--- config.mk ---
export PLATFORM = sky130hd
export DESIGN_NAME = rpsw_reg_bank
export DESIGN_NICKNAME = d
export VERILOG_FILES = /design/src/rpsw_pkg.sv /design/src/rpsw_event_flag.sv /design/src/rpsw_reg_bank.sv
export SDC_FILE = /design/constraint.sdc
export NUM_CORES = 1
export LEC_CHECK = 0
export ABC_AREA = 1
export BUFFER_PORTS_ARGS = -buffer_cell sky130_fd_sc_hd__buf_4
export CORE_ASPECT_RATIO = 1.4
export CORE_MARGIN = 3
export CORE_UTILIZATION = 40
export DETAILED_ROUTE_END_ITERATION = 16
export HOLD_SLACK_MARGIN = 0.06
export SLEW_MARGIN = 10
export SYNTH_ARGS = -nofsm -noshare
export SYNTH_HDL_FRONTEND = slang
export SYNTH_HIERARCHICAL = 1
export SYNTH_SLANG_ARGS = --single-unit
export TNS_END_PERCENT = 100
--- constraint.sdc ---
create_clock -name ref_clk_in -period 4.2 [get_ports ref_clk_in]
set_input_delay 0.21 -clock ref_clk_in [delete_from_list [all_inputs] [get_ports ref_clk_in]]
set_output_delay 0.21 -clock ref_clk_in [all_outputs]
set_load 0.02 [all_outputs]
--- src/rpsw_pkg.sv ---
package rpsw_pkg;
  // register offsets
  localparam logic [7:0] RPSW_PORT_SEL_ADDR = 8'h4C;
  localparam logic [7:0] RPSW_STATUS_A_ADDR = 8'h4D;
  localparam logic [7:0] RPSW_STATUS_B_ADDR = 8'h4E;
  localparam logic [7:0] RPSW_PAR_HI_ADDR = 8'h55;
  localparam logic [7:0] RPSW_PAR_LO_ADDR = 8'h56;
  // port select register fields
  localparam int RPSW_PHYS_PORT_BIT = 6;
  localparam int RPSW_READ_PORT_BIT = 4;
  localparam int RPSW_WEN1_BIT = 1;
  localparam int RPSW_WEN0_BIT = 0;
  // status register fields
  localparam int RPSW_ST_PORT_BIT = 6;
  localparam int RPSW_ST_CRC_BIT = 5;
  localparam int RPSW_ST_LCHG_BIT = 4;
  localparam int RPSW_ST_SEQ_BIT = 3;
  localparam int RPSW_ST_PAR_BIT = 2;
  localparam int RPSW_ST_PASS_BIT = 1;
  localparam int RPSW_ST_LOCK_BIT = 0;
  // reset values and parity counter limit
  localparam logic [1:0] RPSW_WEN_RESET = 2'h0;
  localparam logic RPSW_READ_PORT_RESET = 1'b0;
  localparam logic [7:0] RPSW_DATA_RESET = 8'h00;
  localparam logic [15:0] RPSW_PAR_CNT_RESET = 16'h0000;
  localparam logic [15:0] RPSW_PAR_CNT_MAX = 16'hFFFF;
  // access source encoding
  typedef enum logic [1:0] {
    RPSW_SRC_LOCAL,
    RPSW_SRC_REMOTE0,
    RPSW_SRC_REMOTE1
  } rpsw_src_t;
endpackage

--- src/rpsw_event_flag.sv ---
`timescale 1ns/10ps
module rpsw_event_flag
  import rpsw_pkg::*;
(
  // clock and reset
  input wire logic ref_clk_in,
  input wire logic reset_in,
  // event and clear
  input wire logic set_in,
  input wire logic clear_in,
  // flag
  output logic flag_out
);
  logic flag_reg;
  logic flag_next;

  // set beats a clear in the same cycle
  assign flag_next = set_in | (flag_reg & ~clear_in);

  always_ff @(posedge ref_clk_in or posedge reset_in) begin
    if (reset_in) begin
      flag_reg <= 1'b0;
    end else begin
      flag_reg <= flag_next;
    end
  end

  assign flag_out = flag_reg;

  set_keeps_a: assert property (@(posedge ref_clk_in) disable iff (reset_in)
    set_in |=> flag_reg)
    else $error("flag lost an event that arrived with its clear");
endmodule

--- src/rpsw_reg_bank.sv ---
`timescale 1ns/10ps
module rpsw_reg_bank
  import rpsw_pkg::*;
(
  // clock and reset
  input wire logic ref_clk_in,
  input wire logic reset_in,
  // register access from serial control slave
  input wire logic [7:0] reg_addr_in,
  input wire logic reg_wr_in,
  input wire logic reg_rd_in,
  input wire logic [7:0] reg_wdata_in,
  input wire logic src_remote_in,
  input wire logic src_port_in,
  output logic [7:0] rd_data_out,
  output logic rd_valid_out,
  // paged receiver register write steering and read port select
  output logic [1:0] page_wr_en_out,
  output logic [7:0] page_addr_out,
  output logic [7:0] page_data_out,
  output logic read_port_out,
  // receiver port status
  input wire logic [1:0] lock_in,
  input wire logic [1:0] pass_in,
  input wire logic [1:0] crc_err_in,
  input wire logic [1:0] seq_err_in,
  input wire logic [1:0] parity_err_in,
  input wire logic [15:0] parity_limit_setting_in
);
  rpsw_src_t src_reg;
  rpsw_src_t src_now;
  logic [1:0] wen_reg;
  logic [1:0] wen_next;
  logic read_port_reg;
  logic read_port_next;
  logic [1:0] lock_prev_reg;
  logic [15:0] par_cnt_reg [2];
  logic [15:0] par_cnt_next [2];
  logic [7:0] rd_data_reg;
  logic [7:0] rd_data_next;
  logic rd_valid_reg;
  logic [1:0] page_wr_en_reg;
  logic [1:0] page_wr_en_next;
  logic [7:0] page_addr_reg;
  logic [7:0] page_data_reg;

  wire access = reg_wr_in | reg_rd_in;
  wire src_switch = access && (src_now != src_reg);
  wire [1:0] wen_default = (src_now == RPSW_SRC_REMOTE1) ? 2'h2 :
                           (src_now == RPSW_SRC_REMOTE0) ? 2'h1 : RPSW_WEN_RESET;
  wire read_port_default = (src_now == RPSW_SRC_REMOTE1);
  wire [1:0] wen_cur = src_switch ? wen_default : wen_reg;
  wire read_port_cur = src_switch ? read_port_default : read_port_reg;
  wire phys_port = (src_now == RPSW_SRC_REMOTE1);
  wire sel_wr = reg_wr_in && (reg_addr_in == RPSW_PORT_SEL_ADDR);
  wire page_wr = reg_wr_in && (reg_addr_in != RPSW_PORT_SEL_ADDR);
  wire sts_rd = reg_rd_in && (reg_addr_in == RPSW_STATUS_A_ADDR);
  wire par_lo_rd = reg_rd_in && (reg_addr_in == RPSW_PAR_LO_ADDR);
  wire [1:0] rd_port_mask = read_port_cur ? 2'h2 : 2'h1;
  wire [1:0] sts_clear = sts_rd ? rd_port_mask : 2'h0;
  wire [1:0] lock_valid_rise = lock_in & ~lock_prev_reg;
  wire [1:0] lock_change = lock_in ^ lock_prev_reg;
  wire [1:0] par_clear = (par_lo_rd ? rd_port_mask : 2'h0) | lock_valid_rise;
  wire [1:0] crc_flag;
  wire [1:0] seq_flag;
  wire [1:0] lchg_flag;
  wire [1:0] par_flag;
  wire [1:0] par_over;

  assign src_now = !src_remote_in ? RPSW_SRC_LOCAL :
                   (src_port_in ? RPSW_SRC_REMOTE1 : RPSW_SRC_REMOTE0);

  // port select register update, write on top of source defaults
  assign wen_next = sel_wr ? reg_wdata_in[RPSW_WEN1_BIT:RPSW_WEN0_BIT] : wen_cur;
  assign read_port_next = sel_wr ? reg_wdata_in[RPSW_READ_PORT_BIT] : read_port_cur;

  // paged write steering per enabled port
  assign page_wr_en_next = page_wr ? wen_cur : 2'h0;

  genvar p;
  generate
    for (p = 0; p < 2; p++) begin : g_port
      assign par_over[p] = par_cnt_reg[p] > parity_limit_setting_in;
      assign par_cnt_next[p] = par_clear[p] ? RPSW_PAR_CNT_RESET :
        ((parity_err_in[p] && par_cnt_reg[p] != RPSW_PAR_CNT_MAX) ?
         16'(par_cnt_reg[p] + 16'h0001) : par_cnt_reg[p]);
      rpsw_event_flag u_crc (
        .ref_clk_in(ref_clk_in),
        .reset_in(reset_in),
        .set_in(crc_err_in[p]),
        .clear_in(sts_clear[p]),
        .flag_out(crc_flag[p])
      );
      rpsw_event_flag u_seq (
        .ref_clk_in(ref_clk_in),
        .reset_in(reset_in),
        .set_in(seq_err_in[p]),
        .clear_in(sts_clear[p]),
        .flag_out(seq_flag[p])
      );
      rpsw_event_flag u_lchg (
        .ref_clk_in(ref_clk_in),
        .reset_in(reset_in),
        .set_in(lock_change[p]),
        .clear_in(sts_clear[p]),
        .flag_out(lchg_flag[p])
      );
      rpsw_event_flag u_par (
        .ref_clk_in(ref_clk_in),
        .reset_in(reset_in),
        .set_in(par_over[p] & ~par_clear[p]),
        .clear_in(par_clear[p]),
        .flag_out(par_flag[p])
      );
    end
  endgenerate

  // readback mux, paged registers follow read port
  wire rp = read_port_cur;
  wire [7:0] sel_byte = {1'b0, phys_port, 1'b0, read_port_cur, 2'h0, wen_cur};
  wire [7:0] sts_byte = {1'b0, rp, crc_flag[rp], lchg_flag[rp], seq_flag[rp],
                         par_flag[rp], pass_in[rp], lock_in[rp]};
  assign rd_data_next = !reg_rd_in ? rd_data_reg :
    (reg_addr_in == RPSW_PORT_SEL_ADDR) ? sel_byte :
    (reg_addr_in == RPSW_STATUS_A_ADDR) ? sts_byte :
    (reg_addr_in == RPSW_PAR_HI_ADDR) ? par_cnt_reg[rp][15:8] :
    (reg_addr_in == RPSW_PAR_LO_ADDR) ? par_cnt_reg[rp][7:0] : RPSW_DATA_RESET;

  always_ff @(posedge ref_clk_in or posedge reset_in) begin
    if (reset_in) begin
      src_reg <= RPSW_SRC_LOCAL;
      wen_reg <= RPSW_WEN_RESET;
      read_port_reg <= RPSW_READ_PORT_RESET;
      lock_prev_reg <= 2'h0;
    end else begin
      src_reg <= access ? src_now : src_reg;
      wen_reg <= wen_next;
      read_port_reg <= read_port_next;
      lock_prev_reg <= lock_in;
    end
  end

  always_ff @(posedge ref_clk_in or posedge reset_in) begin
    if (reset_in) begin
      par_cnt_reg[0] <= RPSW_PAR_CNT_RESET;
      par_cnt_reg[1] <= RPSW_PAR_CNT_RESET;
    end else begin
      par_cnt_reg[0] <= par_cnt_next[0];
      par_cnt_reg[1] <= par_cnt_next[1];
    end
  end

  always_ff @(posedge ref_clk_in or posedge reset_in) begin
    if (reset_in) begin
      rd_data_reg <= RPSW_DATA_RESET;
      rd_valid_reg <= 1'b0;
      page_wr_en_reg <= 2'h0;
      page_addr_reg <= RPSW_DATA_RESET;
      page_data_reg <= RPSW_DATA_RESET;
    end else begin
      rd_data_reg <= rd_data_next;
      rd_valid_reg <= reg_rd_in;
      page_wr_en_reg <= page_wr_en_next;
      page_addr_reg <= page_wr ? reg_addr_in : page_addr_reg;
      page_data_reg <= page_wr ? reg_wdata_in : page_data_reg;
    end
  end

  assign rd_data_out = rd_data_reg;
  assign rd_valid_out = rd_valid_reg;
  assign page_wr_en_out = page_wr_en_reg;
  assign page_addr_out = page_addr_reg;
  assign page_data_out = page_data_reg;
  assign read_port_out = read_port_reg;

  // checks
  port1_gate_a: assert property (@(posedge ref_clk_in) disable iff (reset_in)
    page_wr_en_out[1] |-> $past(wen_cur[1]) && $past(page_wr))
    else $error("port 1 paged write without its enable");
  port0_gate_a: assert property (@(posedge ref_clk_in) disable iff (reset_in)
    page_wr_en_out[0] |-> $past(wen_cur[0]) && $past(page_wr))
    else $error("port 0 paged write without its enable");
  dual_write_a: assert property (@(posedge ref_clk_in) disable iff (reset_in)
    (page_wr && wen_cur == 2'h3) |=> page_wr_en_out == 2'h3 && page_data_out == $past(reg_wdata_in))
    else $error("broadcast write did not reach both ports");
  remote_default_a: assert property (@(posedge ref_clk_in) disable iff (reset_in)
    (src_switch && !sel_wr && src_now == RPSW_SRC_REMOTE1) |=> wen_reg == 2'h2 && read_port_reg)
    else $error("remote port 1 defaults not loaded");
  status_port_a: assert property (@(posedge ref_clk_in) disable iff (reset_in)
    sts_rd |=> rd_data_out[RPSW_ST_PORT_BIT] == $past(read_port_cur))
    else $error("status port bit wrong");
  crc_clear_a: assert property (@(posedge ref_clk_in) disable iff (reset_in)
    (sts_rd && !read_port_cur && !crc_err_in[0]) |=>
      !crc_flag[0] && rd_data_out[RPSW_ST_CRC_BIT] == $past(crc_flag[0]))
    else $error("checksum flag not cleared or reported by read");
  lock_change_a: assert property (@(posedge ref_clk_in) disable iff (reset_in)
    (lock_in[0] != lock_prev_reg[0]) |=> lchg_flag[0])
    else $error("lock change not latched");
  seq_latch_a: assert property (@(posedge ref_clk_in) disable iff (reset_in)
    seq_err_in[1] |=> seq_flag[1])
    else $error("sequence error not latched");
  parity_flag_a: assert property (@(posedge ref_clk_in) disable iff (reset_in)
    (par_over[0] && !par_clear[0]) |=> par_flag[0])
    else $error("parity flag not set over limit");
  parity_clear_a: assert property (@(posedge ref_clk_in) disable iff (reset_in)
    par_clear[1] |=> !par_flag[1] && par_cnt_reg[1] == RPSW_PAR_CNT_RESET)
    else $error("parity flag not cleared with counter");
  live_bits_a: assert property (@(posedge ref_clk_in) disable iff (reset_in)
    (sts_rd && !read_port_cur) |=> rd_data_out[1:0] == {$past(pass_in[0]), $past(lock_in[0])})
    else $error("live pass or lock bit wrong");
  lo_read_a: assert property (@(posedge ref_clk_in) disable iff (reset_in)
    (par_lo_rd && read_port_cur) |=> par_cnt_reg[1] == RPSW_PAR_CNT_RESET)
    else $error("low byte read did not clear counter");

  // flag, counter and readback checks per port, plus source default and write steering checks
  crc_latch_a: assert property (@(posedge ref_clk_in) disable iff (reset_in)
    crc_err_in[0] |=> crc_flag[0])
    else $error("port 0 checksum error not latched");
  crc1_latch_a: assert property (@(posedge ref_clk_in) disable iff (reset_in)
    crc_err_in[1] |=> crc_flag[1])
    else $error("port 1 checksum error not latched");
  seq_clear_a: assert property (@(posedge ref_clk_in) disable iff (reset_in)
    (sts_rd && !read_port_cur && !seq_err_in[0]) |=> !seq_flag[0])
    else $error("port 0 sequence flag not cleared by read");
  seq1_clear_a: assert property (@(posedge ref_clk_in) disable iff (reset_in)
    (sts_rd && read_port_cur && !seq_err_in[1]) |=> !seq_flag[1])
    else $error("port 1 sequence flag not cleared by read");
  lchg_clear_a: assert property (@(posedge ref_clk_in) disable iff (reset_in)
    (sts_rd && !read_port_cur && !lock_change[0]) |=> !lchg_flag[0])
    else $error("port 0 lock change flag not cleared by read");
  lchg1_clear_a: assert property (@(posedge ref_clk_in) disable iff (reset_in)
    (sts_rd && read_port_cur && !lock_change[1]) |=> !lchg_flag[1])
    else $error("port 1 lock change flag not cleared by read");
  pass1_live_a: assert property (@(posedge ref_clk_in) disable iff (reset_in)
    (sts_rd && read_port_cur) |=> rd_data_out[RPSW_ST_PASS_BIT] == $past(pass_in[1]))
    else $error("port 1 live pass bit wrong");
  hi_read_a: assert property (@(posedge ref_clk_in) disable iff (reset_in)
    (reg_rd_in && reg_addr_in == RPSW_PAR_HI_ADDR && read_port_cur) |=>
      rd_data_out == $past(par_cnt_reg[1][15:8]))
    else $error("high byte read not from selected port");
  local_default_a: assert property (@(posedge ref_clk_in) disable iff (reset_in)
    (src_switch && !sel_wr && src_now == RPSW_SRC_LOCAL) |=>
      wen_reg == RPSW_WEN_RESET && !read_port_reg)
    else $error("local defaults not loaded");
  remote0_default_a: assert property (@(posedge ref_clk_in) disable iff (reset_in)
    (src_switch && !sel_wr && src_now == RPSW_SRC_REMOTE0) |=> wen_reg == 2'h1 && !read_port_reg)
    else $error("remote port 0 defaults not loaded");
  sel_no_page_a: assert property (@(posedge ref_clk_in) disable iff (reset_in)
    sel_wr |=> page_wr_en_out == 2'h0)
    else $error("port select write forwarded as paged write");
  parity_hold_a: assert property (@(posedge ref_clk_in) disable iff (reset_in)
    (par_flag[0] && !par_clear[0]) |=> par_flag[0])
    else $error("parity flag dropped without counter clear");
  parity_below_a: assert property (@(posedge ref_clk_in) disable iff (reset_in)
    (!par_over[0] && !par_flag[0]) |=> !par_flag[0])
    else $error("parity flag set below limit");
  parity1_flag_a: assert property (@(posedge ref_clk_in) disable iff (reset_in)
    (par_over[1] && !par_clear[1]) |=> par_flag[1])
    else $error("port 1 parity flag not set over limit");
  count_step_a: assert property (@(posedge ref_clk_in) disable iff (reset_in)
    (parity_err_in[0] && !par_clear[0] && par_cnt_reg[0] != RPSW_PAR_CNT_MAX) |=>
      par_cnt_reg[0] == 16'($past(par_cnt_reg[0]) + 16'h0001))
    else $error("port 0 parity counter did not count");
  count1_step_a: assert property (@(posedge ref_clk_in) disable iff (reset_in)
    (parity_err_in[1] && !par_clear[1] && par_cnt_reg[1] != RPSW_PAR_CNT_MAX) |=>
      par_cnt_reg[1] == 16'($past(par_cnt_reg[1]) + 16'h0001))
    else $error("port 1 parity counter did not count");
  lock_rise_a: assert property (@(posedge ref_clk_in) disable iff (reset_in)
    lock_valid_rise[0] |=> par_cnt_reg[0] == RPSW_PAR_CNT_RESET)
    else $error("lock rise did not clear counter");
  valid_pulse_a: assert property (@(posedge ref_clk_in) disable iff (reset_in)
    reg_rd_in |=> rd_valid_out)
    else $error("read not answered");
  valid_idle_a: assert property (@(posedge ref_clk_in) disable iff (reset_in)
    !reg_rd_in |=> !rd_valid_out)
    else $error("read valid without request");
  page_addr_a: assert property (@(posedge ref_clk_in) disable iff (reset_in)
    page_wr |=> page_addr_out == $past(reg_addr_in))
    else $error("paged write address not forwarded");
  status_msb_a: assert property (@(posedge ref_clk_in) disable iff (reset_in)
    sts_rd |=> !rd_data_out[7])
    else $error("status top bit not zero");
  unmapped_read_a: assert property (@(posedge ref_clk_in) disable iff (reset_in)
    (reg_rd_in && reg_addr_in == RPSW_STATUS_B_ADDR) |=> rd_data_out == RPSW_DATA_RESET)
    else $error("unmapped read not zero");
  read_port_a: assert property (@(posedge ref_clk_in) disable iff (reset_in)
    sel_wr |=> read_port_out == $past(reg_wdata_in[RPSW_READ_PORT_BIT]))
    else $error("read port select not stored");

  dual_write_c: cover property (@(posedge ref_clk_in) disable iff (reset_in)
    page_wr_en_out == 2'h3);
  remote_switch_c: cover property (@(posedge ref_clk_in) disable iff (reset_in)
    src_switch && src_now == RPSW_SRC_REMOTE0);
  race_clear_c: cover property (@(posedge ref_clk_in) disable iff (reset_in)
    sts_rd && crc_err_in[0] && !read_port_cur);
  parity_over_c: cover property (@(posedge ref_clk_in) disable iff (reset_in)
    par_flag[0] ##1 par_clear[0]);
  remote1_read_c: cover property (@(posedge ref_clk_in) disable iff (reset_in)
    sts_rd && read_port_cur);
endmodule

==> results.md <==
- Status: finished clean
- Detailed Route WL: roughly 14 mm
- Largest family of logic cells by synthesized area: simple AND/OR/NAND/NOR gates
- CP Launch Point: src_reg[0]
- Unrepaired setup endpoints after global routing: no
- Mux share of post-synthesis cell area: between 1.5 and 2%
- CTS root buf: clkbuf_16
- Worst Path Arrival: 2.28 ns
- Critical path endpoint category: flop
- Most used DFF post-synth: dfrtp_1
- GR Overflow Total: 0
- Leak pwr: 3.19 nW
- Worst-Skew Late Latency: 0.34 ns
- Fmax: 487 MHz
- Die Y: around 140 µm
- Synthesized area: 0.00499 mm²
- Final setup violation count: 0
- DP HPWL: between 10 and 15 mm
- Yosys warning count: 6
- Top-area cell type share of the netlist area: a little under two fifths
- Capturing point of the worst reg2reg path: g_port[1].u_par/flag_out
- Vias: approximately 4500
- Placer Congestion: 0.943
- Minimum clock period: just over 2 ns
- Hold Path Cell Cnt: 1
- Initial antenna violation count: 0
- Slowest CP cell: dfrtp_1
- Fraction of layout instances using a drive strength above 1: between 15 and 20%
- Synth Area in Adders: a little under a tenth
- Area Growth Syn to Fin: 20.3%
- Final net count: 832
- Clock buffer count from CTS: 9
- Clock slew at reported path FFs: 0.06 ns
- Largest net degree at the start of global routing: 46
- DRT iter0 DRCs: roughly 250
- FILL cells: 1224
- Max_cap viols: 0
- Worst Path Required: 4.43 ns
- CP peak stage delay: 0.37 ns
- Clock sink count: 74
- Post-Route Skew: roughly 0.0064 ns
- Fin cells: roughly 900
- IR drop worst, VDD: 0.000207 V
- CTS tree: yes
- Ant. Diodes: 0
- Die width: between 100 and 150 µm
- Vias per cell: slightly above 5
- Simple-Gate Fraction of Synth Area: 30.7%
- Most frequent cells after synthesis: nand2_1, inv_1, dfrtp_1
- Post-CTS sizing: 0
- Distinct cell type count after synthesis: 35
- Top cells by area, synth: dfrtp_1, nand2_1, ha_1
- Synth Area in Compound Gates: 8.30%
- Flops & latches, synth: 74
- CP startpoint kind: flop
- Count leader, synth: nand2_1
- PortBufs: 75
- Synth Net Count: between 700 and 800
- Sequential area share after synthesis: between 30% and 40%
- CP cell instances: inv_1 -> nand2_1 -> nand2_2 -> nand2_4 -> nand2_4 -> nand2_4 -> nand2_2 -> nand3_2 -> nand2_2 -> inv_2 -> nand2_1 -> a21oi_1 -> inv_1 -> nand2_1
- Pwr Density: 309 mW/mm²
- Initial core utilization: 41.6%
- R2r worst-path depth: 14
- Buf/Inv on CP: 3
- Max Slew Vio Count: 0
- R2R Setup Slk: 2.15 ns
- Worst hold start: reg_rd_in
- Hold EP: rd_valid_out
- Num ports: 76
- First-pass GRT wire length: 23.6 mm
- Post-route ant nets: 0
- Post-synth EDFFs: 0
- Placed cell count: 877
- Fin. Hold Viols: 0
- Synth async-reset ratio: 100%
- Syn Inst Count: ~660
- Vias in the first global route: 4792
- Clock Tree Buf Depth: 2
- Drt drc: 0
- Rel. slew slack: 36.2%
- Final setup TNS: 0 ns
- Synth Area in XOR/XNOR: 2.46%
- Family with the most delay on the worst path: simple AND/OR/NAND/NOR gates
- Measured slew at the worst slew-check pin: 0.955 ns
- Mean Syn Cell Area: 7.52 µm²
- Placement Rows: 47
- DRT Pass-1 Iters: 4
- DIE AREA: approximately 0.014 mm²
- Leading area contributor after synthesis: dfrtp_1
- GRT Resource Usage Total: 21.3%
- Max FFs per register: 32
- CP Max Fanout: 21
- RR Startpoint: src_reg[0]
- Wirelength per Cell: 15.7 µm
- CORE AREA: 0.0120 mm²
- Final Cycle Share: 48.9%
- H-tree Lvls: 3
- HP Class: in2reg
- Worst Path Class, Setup: reg2reg
## layer usage
metal	vias up	GRT usage, %	share of wire, %
met4	0	9.58	3.0
li1	2298	-	-
met1	2062	25.5	41
met3	35	4.84	5.2
met2	138	36.0	51
met5	-	0	0
## cells by family (layout without fill, tap and decap cells)
group / count (synthesis) / in the layout
AOI/OAI and AO/OA: 72 / 72
xor gates and xnor gates: 14 / 14
adders and majority gates: 36 / 36
buffers and inverters: 128 / 216
DFF: 74 / 74
muxes: 8 / 8
and+or+nand+nor: 332 / 332
## how the worst max path moves through the flow
stage	end	slack [ns]	cells after the start
global placement	page_addr_out[6]	2.08	7
CTS	g_port[1].u_par/flag_out	2.12	14
finish	g_port[1].u_par/flag_out	2.15	14
global route	g_port[1].u_par/flag_out	1.87	14
floorplan	lock_prev_reg[0]	2.34	1
detailed placement	g_port[1].u_par/flag_out	2.00	13
## where the power goes
part	switching, W	internal (W)	total, W
combinational	0.000227	0.000139	0.000365
clock	0.000302	0.000410	0.000712
sequential	0.0000297	0.000752	0.000781
total	0.000558	0.00130	0.00186
## worst register-to-register path, stage by stage (launching register included)
cell	delay [ns]
dfrtp_1	0.37
inv_1	0.06
nand2_1	0.06
nand2_2	0.07
nand2_4	0.07
nand2_4	0.10
nand2_4	0.09
nand2_2	0.30
nand3_2	0.15
nand2_2	0.30
inv_2	0.13
nand2_1	0.08
a21oi_1	0.04
inv_1	0.06
nand2_1	0.05
## final cells by class
class / count / area [µm²] / area share (%)
Timing Repair Buffer: 83 / 641 / 10.7
Sequential cell: 74 / 1850 / 30.8
Multi-Input combinational cell: 462 / 2610 / 43.4
Clock buffer: 10 / 239 / 3.98
Inverter: 118 / 450 / 7.50
Tap cell: 147 / 184 / 3.06
Clock inverter: 5 / 31.3 / 0.521
## repair_timing
item | 4_1_cts | 5_1_grt
hold buffers | 7 | 0
buffers inserted | 0 | 0
endpoints found under the hold margin | 14 | 0
## per-stage QoR
step           power [W]  cell area, µm²  hold WS (ns)  setup slack [ns]  util (%)
4_1_cts          0.00188            6010        0.0734              2.12      50.1
2_1_floorplan    0.00102            4990       -0.0613              2.34         -
5_1_grt          0.00196            6010        0.0761              1.87      50.1
3_5_place_dp     0.00116            5670         0.128              2.00      47.2
3_3_place_gp     0.00115            5670         0.124              2.08      47.2
6_report         0.00186            6010        0.0827              2.15      50.1
## placed cells by master, fill, tap and decap left out, drive strengths merged
master       instances
nand4               15
o211ai               3
clkbuf              10
nor2                53
o31ai                2
o21bai               3
o21ai               33
nand3b               2
inv                118
xnor2                1
dfrtp               74
nand2              178
nor4                 2
nor3b                2
dlygate4sd3          7
xor2                13
nor3                23
clkinvlp             1
nand3               57
mux2                 8
a31oi                1
ha                  36
buf                 76
clkinv               4
a21oi               30
(Power assumes the default switching activity.)
